$ cat src/esc_defines.vh
`ifndef ESC_DEFINES_VH
`define ESC_DEFINES_VH

// command codes on cmd_code
`define ESC_CMD_CLS        4'h0
`define ESC_CMD_ESE_WR     4'h1
`define ESC_CMD_ESE_RD     4'h2
`define ESC_CMD_ESR_RD     4'h3
`define ESC_CMD_IDN_RD     4'h4
`define ESC_CMD_OPC        4'h5
`define ESC_CMD_OPC_RD     4'h6
`define ESC_CMD_RCL        4'h7
`define ESC_CMD_SRE_WR     4'h8
`define ESC_CMD_SRE_RD     4'h9
`define ESC_CMD_STB_RD     4'hA

// event status bit positions (weight = 2**position)
`define ESC_BIT_PON        7
`define ESC_BIT_CME        5
`define ESC_BIT_EXE        4
`define ESC_BIT_DDE        3
`define ESC_BIT_QYE        2
`define ESC_BIT_OPC        0
`define ESC_STATUS_USED    8'hBD
`define ESC_STATUS_RST     8'h80
`define ESC_ENABLE_RST     8'h00

// status byte bit positions
`define ESC_STB_OPER       7
`define ESC_STB_MSS        6
`define ESC_STB_ESB        5
`define ESC_STB_MAV        4
`define ESC_STB_QUES       3
`define ESC_STB_ERRQ       2
`define ESC_SRE_MASK       8'hBC
`define ESC_SRE_RST        8'h00

// recall memory
`define ESC_RCL_MIN        8'h01
`define ESC_RCL_MAX        8'h28
`define ESC_MEM_DEPTH      40
`define ESC_MEM_AW         6
`define ESC_SP_W           16

// identification string
`define ESC_ASCII_ONE      8'h31
`define ESC_DATE_LEN       10
`define ESC_ID_LEN         44
`define ESC_ID_IW          6

`endif

$ cat src/esc_setpoint_mem.v
`timescale 1ns/1ps
`include "esc_defines.vh"
module esc_setpoint_mem (
  input  wire                         mclk,
  input  wire                         ce,
  input  wire                         we,
  input  wire [`ESC_MEM_AW-1:0]       waddr,
  input  wire [4*`ESC_SP_W-1:0]       wdata,
  input  wire [`ESC_MEM_AW-1:0]       raddr,
  output reg  [4*`ESC_SP_W-1:0]       rdata
);
  reg [4*`ESC_SP_W-1:0] mem [0:`ESC_MEM_DEPTH-1];

  always @(posedge mclk) begin
    if (ce) begin
      if (we)
        mem[waddr] <= wdata;
      rdata <= mem[raddr];
    end
  end
endmodule

$ cat src/esc_core.v
`timescale 1ns/1ps
`include "esc_defines.vh"
// Behaviour
// - status bits: PON7 CME5 EXE4 DDE3 QYE2 OPC0
// - each bit weighs two to its position
// - mask query returns held mask
// - enabled events OR into summary bit 5
// - status query returns then clears register
// - parse and internal faults set error bits
// - identity query returns comma separated string
// - calibration date holds up to ten characters
// - completion command sets bit 0 when idle
// - commands continue while completion is pending
// - completion query queues ASCII one when idle
// - completion query holds off later commands
// - recall 1..40 loads four stored settings
// - mask write 0..255, default zero
// - clear status keeps all enable masks
// - enabled status byte bits set bit 6
module esc_core #(
  parameter [47:0] MAKER_STR  = "MAKER0",  // arbitrary value
  parameter [23:0] MODEL_STR  = "PSU",
  parameter [31:0] VMAX_STR   = "0000",
  parameter [23:0] IMAX_STR   = "000",
  parameter [55:0] SERIAL_STR = "X000000",
  parameter [7:0]  FW_MAJOR   = "1",
  parameter [7:0]  FW_MINOR   = "0"
) (
  input  wire                   mclk,
  input  wire                   rst,
  input  wire                   ce,
  input  wire                   cmd_valid,
  input  wire [3:0]             cmd_code,
  input  wire [7:0]             cmd_arg,
  output reg                    cmd_ready,
  input  wire                   err_cme,
  input  wire                   err_exe,
  input  wire                   err_dde,
  input  wire                   err_qye,
  input  wire                   ops_busy,
  input  wire                   oper_sum,
  input  wire                   ques_sum,
  input  wire                   msg_avail,
  input  wire                   errq_nonempty,
  output reg                    clear_status,
  output reg                    resp_valid,
  output reg  [7:0]             resp_data,
  output reg                    resp_text,
  output reg                    resp_last,
  output reg  [7:0]             status_byte,
  input  wire                   date_we,
  input  wire [3:0]             date_idx,
  input  wire [7:0]             date_char,
  input  wire                   sav_we,
  input  wire [`ESC_MEM_AW-1:0] sav_addr,
  input  wire [63:0]            sav_data,
  output reg  [15:0]            vset,
  output reg  [15:0]            iset,
  output reg  [15:0]            ovp,
  output reg  [15:0]            ocp
);
  localparam [1:0] ST_IDLE = 2'd0;
  localparam [1:0] ST_IDN  = 2'd1;
  localparam [1:0] ST_OPCQ = 2'd2;

  reg  [1:0]             state_reg;
  reg  [7:0]             event_status_reg;
  reg  [7:0]             event_enable_reg;
  reg  [7:0]             sre_mask_reg;
  reg                    opc_pending_reg;
  reg  [`ESC_ID_IW-1:0]  id_idx_reg;
  reg                    rcl_load_reg;
  reg  [8*`ESC_DATE_LEN-1:0] date_reg;
  reg  [`ESC_MEM_AW-1:0] rcl_addr;
  wire [63:0]            mem_rdata;
  wire [8*`ESC_ID_LEN-1:0] id_vec;
  wire                   take;
  wire                   rcl_ok;
  wire                   bad_cmd;
  wire [7:0]             events;
  wire [7:0]             status_clr;
  wire                   esb;
  wire [7:0]             stb_low;
  wire                   idn_done;

  assign take    = cmd_valid && cmd_ready && (state_reg == ST_IDLE);
  assign rcl_ok  = (cmd_arg >= `ESC_RCL_MIN) && (cmd_arg <= `ESC_RCL_MAX);
  assign bad_cmd = (cmd_code > `ESC_CMD_STB_RD);

  // fixed-length identity string, date padded with spaces by default
  assign id_vec = {MAKER_STR, ",", MODEL_STR, "-", VMAX_STR, "-", IMAX_STR, " ",
                   date_reg, ",", SERIAL_STR, ",V", FW_MAJOR, ".", FW_MINOR, 8'h0A};
  assign idn_done = (id_idx_reg == `ESC_ID_LEN - 1);

  // parser and instrument faults, plus locally detected ones
  assign events[`ESC_BIT_PON] = 1'b0;
  assign events[6]            = 1'b0;
  assign events[`ESC_BIT_CME] = err_cme | (take & bad_cmd);
  assign events[`ESC_BIT_EXE] = err_exe | (take & (cmd_code == `ESC_CMD_RCL) & ~rcl_ok);
  assign events[`ESC_BIT_DDE] = err_dde;
  assign events[`ESC_BIT_QYE] = err_qye;
  assign events[1]            = 1'b0;
  // bit 0 only once all earlier work has finished
  assign events[`ESC_BIT_OPC] = opc_pending_reg & ~ops_busy;

  // read clears, clear-status clears; new events still land
  assign status_clr = (take && (cmd_code == `ESC_CMD_ESR_RD || cmd_code == `ESC_CMD_CLS))
                      ? 8'h00 : 8'hFF;

  assign esb = |(event_status_reg & event_enable_reg);
  assign stb_low = {oper_sum, 1'b0, esb, msg_avail, ques_sum, errq_nonempty, 2'b00};

  always @* begin
    rcl_addr = cmd_arg[`ESC_MEM_AW-1:0] - 6'd1;
  end

  esc_setpoint_mem u_mem (
    .mclk  (mclk),
    .ce    (ce),
    .we    (sav_we),
    .waddr (sav_addr),
    .wdata (sav_data),
    .raddr (rcl_addr),
    .rdata (mem_rdata)
  );

  always @(posedge mclk) begin
    if (rst) begin
      state_reg        <= ST_IDLE;
      event_status_reg <= `ESC_STATUS_RST;
      event_enable_reg <= `ESC_ENABLE_RST;
      sre_mask_reg     <= `ESC_SRE_RST;
      opc_pending_reg  <= 1'b0;
      id_idx_reg       <= {`ESC_ID_IW{1'b0}};
      rcl_load_reg     <= 1'b0;
      date_reg         <= {`ESC_DATE_LEN{8'h20}};
      cmd_ready        <= 1'b0;
      clear_status     <= 1'b0;
      resp_valid       <= 1'b0;
      resp_data        <= 8'h00;
      resp_text        <= 1'b0;
      resp_last        <= 1'b0;
      status_byte      <= 8'h00;
      vset             <= 16'h0000;
      iset             <= 16'h0000;
      ovp              <= 16'h0000;
      ocp              <= 16'h0000;
    end else if (ce) begin
      resp_valid   <= 1'b0;
      resp_last    <= 1'b0;
      clear_status <= 1'b0;
      rcl_load_reg <= 1'b0;
      // set wins over clear, unused bits forced low
      event_status_reg <= ((event_status_reg & status_clr) | events) & `ESC_STATUS_USED;
      if (events[`ESC_BIT_OPC])
        opc_pending_reg <= 1'b0;
      // master summary from enabled status byte bits
      status_byte <= stb_low | ({7'd0, |(stb_low & sre_mask_reg)} << `ESC_STB_MSS);
      if (date_we && (date_idx < `ESC_DATE_LEN))
        date_reg[8*(`ESC_DATE_LEN-1-date_idx) +: 8] <= date_char;
      if (rcl_load_reg) begin
        vset <= mem_rdata[63:48];
        iset <= mem_rdata[47:32];
        ovp  <= mem_rdata[31:16];
        ocp  <= mem_rdata[15:0];
      end
      case (state_reg)
        ST_IDLE: begin
          cmd_ready <= 1'b1;
          if (take) begin
            case (cmd_code)
              `ESC_CMD_CLS: clear_status <= 1'b1;
              `ESC_CMD_ESE_WR: event_enable_reg <= cmd_arg & `ESC_STATUS_USED;
              `ESC_CMD_ESE_RD: begin
                resp_valid <= 1'b1;
                resp_data  <= event_enable_reg;
                resp_text  <= 1'b0;
                resp_last  <= 1'b1;
              end
              `ESC_CMD_ESR_RD: begin
                resp_valid <= 1'b1;
                resp_data  <= event_status_reg;
                resp_text  <= 1'b0;
                resp_last  <= 1'b1;
              end
              `ESC_CMD_IDN_RD: begin
                state_reg  <= ST_IDN;
                cmd_ready  <= 1'b0;
                id_idx_reg <= {`ESC_ID_IW{1'b0}};
              end
              `ESC_CMD_OPC: opc_pending_reg <= 1'b1;
              `ESC_CMD_OPC_RD: begin
                state_reg <= ST_OPCQ;
                cmd_ready <= 1'b0;
              end
              `ESC_CMD_RCL: rcl_load_reg <= rcl_ok;
              `ESC_CMD_SRE_WR: sre_mask_reg <= cmd_arg & `ESC_SRE_MASK;
              `ESC_CMD_SRE_RD: begin
                resp_valid <= 1'b1;
                resp_data  <= sre_mask_reg;
                resp_text  <= 1'b0;
                resp_last  <= 1'b1;
              end
              `ESC_CMD_STB_RD: begin
                resp_valid <= 1'b1;
                resp_data  <= status_byte;
                resp_text  <= 1'b0;
                resp_last  <= 1'b1;
              end
              default: ;
            endcase
          end
        end
        ST_IDN: begin
          resp_valid <= 1'b1;
          resp_text  <= 1'b1;
          resp_data  <= id_vec[8*(`ESC_ID_LEN-1-id_idx_reg) +: 8];
          resp_last  <= idn_done;
          id_idx_reg <= id_idx_reg + 6'd1;
          if (idn_done) begin
            state_reg <= ST_IDLE;
            cmd_ready <= 1'b1;
          end
        end
        ST_OPCQ: begin
          if (!ops_busy) begin
            resp_valid <= 1'b1;
            resp_data  <= `ESC_ASCII_ONE;
            resp_text  <= 1'b1;
            resp_last  <= 1'b1;
            state_reg  <= ST_IDLE;
            cmd_ready  <= 1'b1;
          end
        end
        default: begin
          state_reg <= ST_IDLE;
          cmd_ready <= 1'b0;
        end
      endcase
    end
  end
endmodule

$ cat config.mk
export PLATFORM = sky130hd
export DESIGN_NAME = esc_core
export DESIGN_NICKNAME = d
export VERILOG_FILES = /design/src/esc_setpoint_mem.v /design/src/esc_core.v
export VERILOG_INCLUDE_DIRS = /design/src
export SDC_FILE = /design/constraint.sdc
export NUM_CORES = 2
export LEC_CHECK = 0
export BUFFER_PORTS_ARGS = -buffer_cell sky130_fd_sc_hd__clkbuf_2
export CORE_ASPECT_RATIO = 0.9
export CORE_UTILIZATION = 60
export DETAILED_ROUTE_END_ITERATION = 6
export PLACE_DENSITY_LB_ADDON = 0.2
export SYNTH_ARGS = -nofsm -noshare
export SYNTH_HDL_FRONTEND = slang
export SYNTH_HIERARCHICAL = 1
export SYNTH_SLANG_ARGS = --single-unit
export TNS_END_PERCENT = 1
$ cat constraint.sdc
create_clock -name mclk -period 6.37 [get_ports mclk]
set_clock_uncertainty 0.1 [all_clocks]
set_input_delay 1.274 -clock mclk [delete_from_list [all_inputs] [get_ports mclk]]
set_output_delay 1.274 -clock mclk [all_outputs]
set_load 0.05 [all_outputs]
Word level (Yosys, flattened, before mapping)
Memory sizes are Yosys's and may differ from the RTL's. A register that Yosys moved wholly into a read port is not among the register bits.
Cells that the tools add are included.
{ "op_classes": {"n_addsub": 5, "n_lt_le_gt_ge": 4, "n_eq_ne": 20, "shifts": 3, "muxes": 40, "bitwise": 13, "n_reduce_logical": 23} }
{ "ops": {"columns": ["operator", "n"], "rows": [
  ["$shiftx 352x33->8", 1],
  ["$bwmux 80", 1],
  ["$shift 8x34->80 const A", 1],
  ["$shiftx 8x34->80", 1],
  ["$neg 32->34", 1],
  ["$pmux 8 s4", 1],
  ["$and 8x8->8", 3],
  ["$mux 8", 3],
  ["$pmux 8 s3", 1],
  ["$mux 1", 22],
  ["$eq 4x3->1 const B", 4],
  ["$reduce_or 8->1", 2],
  ["$reduce_and 5->1", 3],
  ["$eq 4x4->1 const B", 3],
  ["$mux 6", 2],
  ["$pmux 1 s3", 4],
  ["$pmux 6 s2", 1],
  ["$reduce_and 4->1", 3],
  ["$eq 4x2->1 const B", 2],
  ["$ge 8x1->1 const B", 1],
  ["$le 8x6->1 const B", 1],
  ["$ne 2x2->1 const B", 4],
  ["$or 8x6->8", 1],
  ["$or 8x7->8", 1],
  ["29 further kinds", 41]
]} }
{ "word_totals": {"ff_bits": 192, "ram_bits": 2560, "out_inout_bits": 85, "mem_count": 1} }
{ "memory_table": {"columns": ["memory", "depth", "word_bits", "rd", "rd_clocked_by_memory_dff", "wr", "line_no", "rtl"], "rows": [
  ["u_mem.mem", 40, 64, 1, 1, 1, "esc_setpoint_mem.v:12", "reg [4*`ESC_SP_W-1:0] mem [0:`ESC_MEM_DEPTH-1];"]
]} }

Longest topological paths before layout
{ "depth": {"depth_word": 6, "ltp_mapped": 14} }

By module
The synthesis kept the hierarchy.
{ "by_module_without_submodules": {"columns": ["mod", "n_inst", "cells_per_inst", "area_each_um2", "seq_area_each_um2"], "rows": [
  ["esc_setpoint_mem", 1, 4099, 99175.1, 78795.6],
  ["esc_core", 1, 1159, 9525.4, 3803.6]
]} }

Worst setup path before layout
No wires, ideal clock.
{ "synth_path": {"kind": "input to register", "from": "in sav_addr[5]", "to": "mem u_mem/mem[21][0] (netlist bit) (enable)", "arrival_time_ns": 4.611, "t_required_ns": 5.783, "slack_ns": 1.173, "path_stages": 3, "path_buffers": 1, "path_cell_list": "or3b_2 > clkbuf_1 > nor2_1"} }
{ "synth_lines": {"columns": ["element", "line_no", "rtl"], "rows": [
  ["start, declared", "esc_core.v:55", "input wire [`ESC_MEM_AW-1:0] sav_addr,"],
  ["end, declared", "esc_setpoint_mem.v:12", null]
]} }
No word-level cell before the write port.

Worst setup path in the final report
{ "layout_path": {"from": "in cmd_arg[0]", "to": "reg u_mem.rdata[0], read port of u_mem.mem (data pin)"} }
{ "layout_via": {"elab_chain_len": 1} }
{ "layout_rtl": {"columns": ["element", "line_no", "rtl"], "rows": [
  ["start, declared", "esc_core.v:34", "input wire [7:0] cmd_arg,"],
  ["$sub 6x1->6", "esc_core.v:114", "rcl_addr = cmd_arg[`ESC_MEM_AW-1:0] - 6'd1;"],
  ["via rcl_addr[0]", "esc_core.v:74", "reg [`ESC_MEM_AW-1:0] rcl_addr;"],
  ["end, declared", "esc_setpoint_mem.v:10", "output reg [4*`ESC_SP_W-1:0] rdata"]
]} }
The timed path passes the listed nets, and every way through them passes these cells.
A chain may end at the register's enable or synchronous reset.

==> qor.txt <==
Dominant cells by area after synthesis = edfxtp_1, mux4_2, dfxtp_1
Max-slew violation count = 0
Post-synthesis mux area share = 16.7%
GR Util All Layers = 29.7%
Largest net degree at the start of global routing = 127
Synth Area in XOR/XNOR = 0.139%
Max FO, Critical Path = 48
Worst Path Required = 6.93 ns
Asr flop ratio synth = 0%
Yosys top cell area share = 72.5%
Reg2Reg Launch Point = id_idx_reg[2]
Status = finished, violations left
CP Capture Point = u_mem/rdata[0]
DP HPWL = 142000 um
Avg WL per Cell = 32.9 um
Vias in the first global route = 54.8k
Largest family of logic cells by synthesized area = multiplexers
Root Buffer = clkbuf_16
Slew HR = 9.68%
FMAX = 0.248 GHz
Clock buffer depth = 4
Buffers added on ports = 191
Critical Setup Path Class = in -> reg
Chip width = 451 um
Crit-path leading delay family = buffers and inverters
Cts hold-fix bufs = 0
Count of unique library cells instantiated by Yosys = 83
CP peak stage delay = 0.65 ns
Post-route ant nets = 0
CTS tree = built
Peak supply drop = 285 uV
Share of cells above drive strength 1 = 26.5%
CP Cell Sequence = clkbuf_2 -> inv_8 -> ha_1 -> xor2_4 -> buf_12 -> buf_12 -> mux4_2 -> mux2i_1 -> o22ai_1 -> a21oi_1 -> nand2_1
R2R cell count = 10
CTS resizes = 0
CP Launch Type = primary input
Worst path slowest cell = xor2_4
CTS Sinks = 2814
Area of the mapped netlist = 109000 um2
Setup Buffers After CTS = 0
FF+latch count, synth = 2814
Pleak = 39.1 nW
Tcrit/Tclk final = 63.4%
Final wirelength = 269000 um
CTS clk-pin slew, worst paths = 0.06 ns
Fin nets = 5705
Part of the Yosys area used for sequential elements = 76.0%
Area Growth Syn to Fin = 12.4%
Max cap viols = 0
DRT Pass-1 Iters = 7
Sum Neg Setup Slack = 0 ns
Starting density of the core = 60.7%
H-Tree Depth = 5
Initial antenna violation count = 12
Die ar. = 183000 um2
First-pass GRT wire length = 386000 um
Placement Rows = 147
Simple-gate portion of the synthesized area = 2.89%
Final min period = 4.04 ns
Total CTS buffers = 286
CP arrival = 4.60 ns
RSZ-0062 raised after global routing = false
Endpoints failing hold = 0
R2r endpoint = resp_data[7]
Adder-cell share of the synthesized area = 0.253%
Clock latency on the worst-skew pair = 0.94 ns
Worst Tran Pin Value = 1.34 ns
Power Dens Cells = 316 nW/um2
Failing checks = design-rule violations
I/O Pins = 194
WP depth = 11
Die height = 406 um
Yosys warnings = 6
Initial DRC count = 7304
Area leader, netlist = edfxtp_1
Post-synthesis compound-gate area fraction = 2.63%
Post-synth EDFFs = 2624
Syn avg cell area = 20.7 um2
Max reg flops = 2560
# setup viols final = 0
Cells after Synth = 5258
Via density = 6.79
RePlAce Congestion = 0.871
R2R setup slack = 2.72 ns
Vias after detailed routing = 55.4k
Core area = 179000 um2
HP Class = reg -> reg
Ys flop type = edfxtp_1
Final WS setup = 2.33 ns
Place WS = 1.47 ns
GRT Residual Overflow = 0
Setup crit end kind = flip-flop
Buffers & Inverters on Critical Path = 4
Remaining DRCs = 114
Most used cell, CP = buf_12
Crit. Startpoint = cmd_arg[0]
==> worst min-delay path: stages, from the launching register on <==
cell and delay (ns):
dfxtp_1 0.31, nand2_1 0.05, a21oi_1 0.05
==> Yosys cell counts (4+ instances only) <==
cell type and instances:
a2111oi_0 12, a211o_1 11, a211oi_1 10, a21oi_1 214
a221oi_1 4, a22oi_1 61, a31oi_1 8, and2_1 11
and3_1 7, buf_1 27, buf_2 70, buf_4 30
buf_6 10, clkbuf_1 157, dfxtp_1 190, edfxtp_1 2624
ha_1 22, inv_1 20, mux2_2 74, mux2i_1 173
mux4_2 694, nand2_1 343, nand2b_1 17, nand3_1 48
nand3b_1 7, nand4_1 6, nand4_2 4, nand4b_1 4
nor2_1 149, nor2b_1 22, nor3_1 21, nor4_1 4
nor4bb_1 5, o21ai_0 25, o22ai_1 61, o311ai_0 4
o31ai_1 10, or3_1 20, xnor2_1 7, xor2_1 4
==> through the flow <==
step                cell area, um2  util (%)  hold slack (ns)  power [mW]  std cells
global placement            113000      63.3            0.338        22.9       7670
global route                122000      68.2            0.374        39.6       8163
finish                      122000      68.2            0.354        38.6       8165
floorplan                   109000         -            0.329        22.1       5259
CTS                         122000      68.2            0.354        38.8       8159
detailed placement          113000      63.3            0.346        23.0       7670
==> cell usage in the layout (no fill, tap or decap), types with 6 or more instances in the layout <==
| cell type | n |
|---|---|
| clkinv_2 | 26 |
| o31ai_1 | 10 |
| buf_4 | 73 |
| nor3_1 | 20 |
| clkbuf_2 | 189 |
| clkinvlp_4 | 7 |
| and2_1 | 10 |
| ha_1 | 22 |
| clkbuf_1 | 72 |
| and3_1 | 7 |
| nor2_1 | 109 |
| nand2_1 | 341 |
| o22ai_1 | 61 |
| o21ai_0 | 25 |
| dfxtp_1 | 189 |
| a22oi_1 | 61 |
| nor2b_1 | 21 |
| buf_12 | 59 |
| edfxtp_1 | 2624 |
| clkbuf_8 | 11 |
| mux2i_1 | 173 |
| a211o_1 | 11 |
| nand3_1 | 48 |
| nand3b_1 | 7 |
| a31oi_1 | 8 |
| a211oi_1 | 10 |
| inv_1 | 18 |
| nand4_1 | 6 |
| nor2_4 | 40 |
| clkbuf_16 | 291 |
| diode_2 | 6 |
| a21oi_1 | 214 |
| mux2_2 | 74 |
| clkinv_1 | 56 |
| mux4_2 | 694 |
| bufinv_16 | 22 |
| nand2b_1 | 17 |
| or3_1 | 19 |
| a2111oi_0 | 12 |
==> report_power, final <==
group,internal [mW],switching [mW]
clock network,9.36,6.71
logic,0.890,1.30
registers,20.3,0.0599
==> per-layer routing <==
layer	vias to the layer above	routed length (um)	global-route usage [%]
met1	29300	104000	43.5
li1	22400	-	-
met5	-	61	0
met3	513	28500	5.73
met2	3231	128000	46.3
met4	10	7070	8.34
==> worst min path at each step <==
stage / to / slack [ns] / depth (start not counted) / startpoint
2_1_floorplan: date_reg[4] / 0.33 / 2 / date_reg[4]
3_3_place_gp: date_reg[19] / 0.34 / 2 / date_reg[19]
3_5_place_dp: ovp[12] / 0.35 / 2 / ovp[12]
4_1_cts: ovp[12] / 0.35 / 2 / ovp[12]
5_1_grt: date_reg[55] / 0.37 / 2 / date_reg[55]
6_report: iset[15] / 0.35 / 2 / iset[15]
==> cells by family after synthesis <==
group	after synthesis
flops	2814
mux	941
simple gates	690
compound gates	461
buf+inv	316
fa+ha+maj	22
xor+xnor	13
other cells	1
==> cell type report <==
type / count / area, um2
timing repair buffer: 323 / 2700
inverter: 20 / 90.1
clock inverter: 116 / 1100
tap: 2384 / 2980
sequential: 2814 / 82600
antenna: 6 / 15.0
fill: 10900 / 56900
clock buffer: 373 / 7690
multi-input combinational: 2129 / 25000
Power figures use the tool's default switching activity.
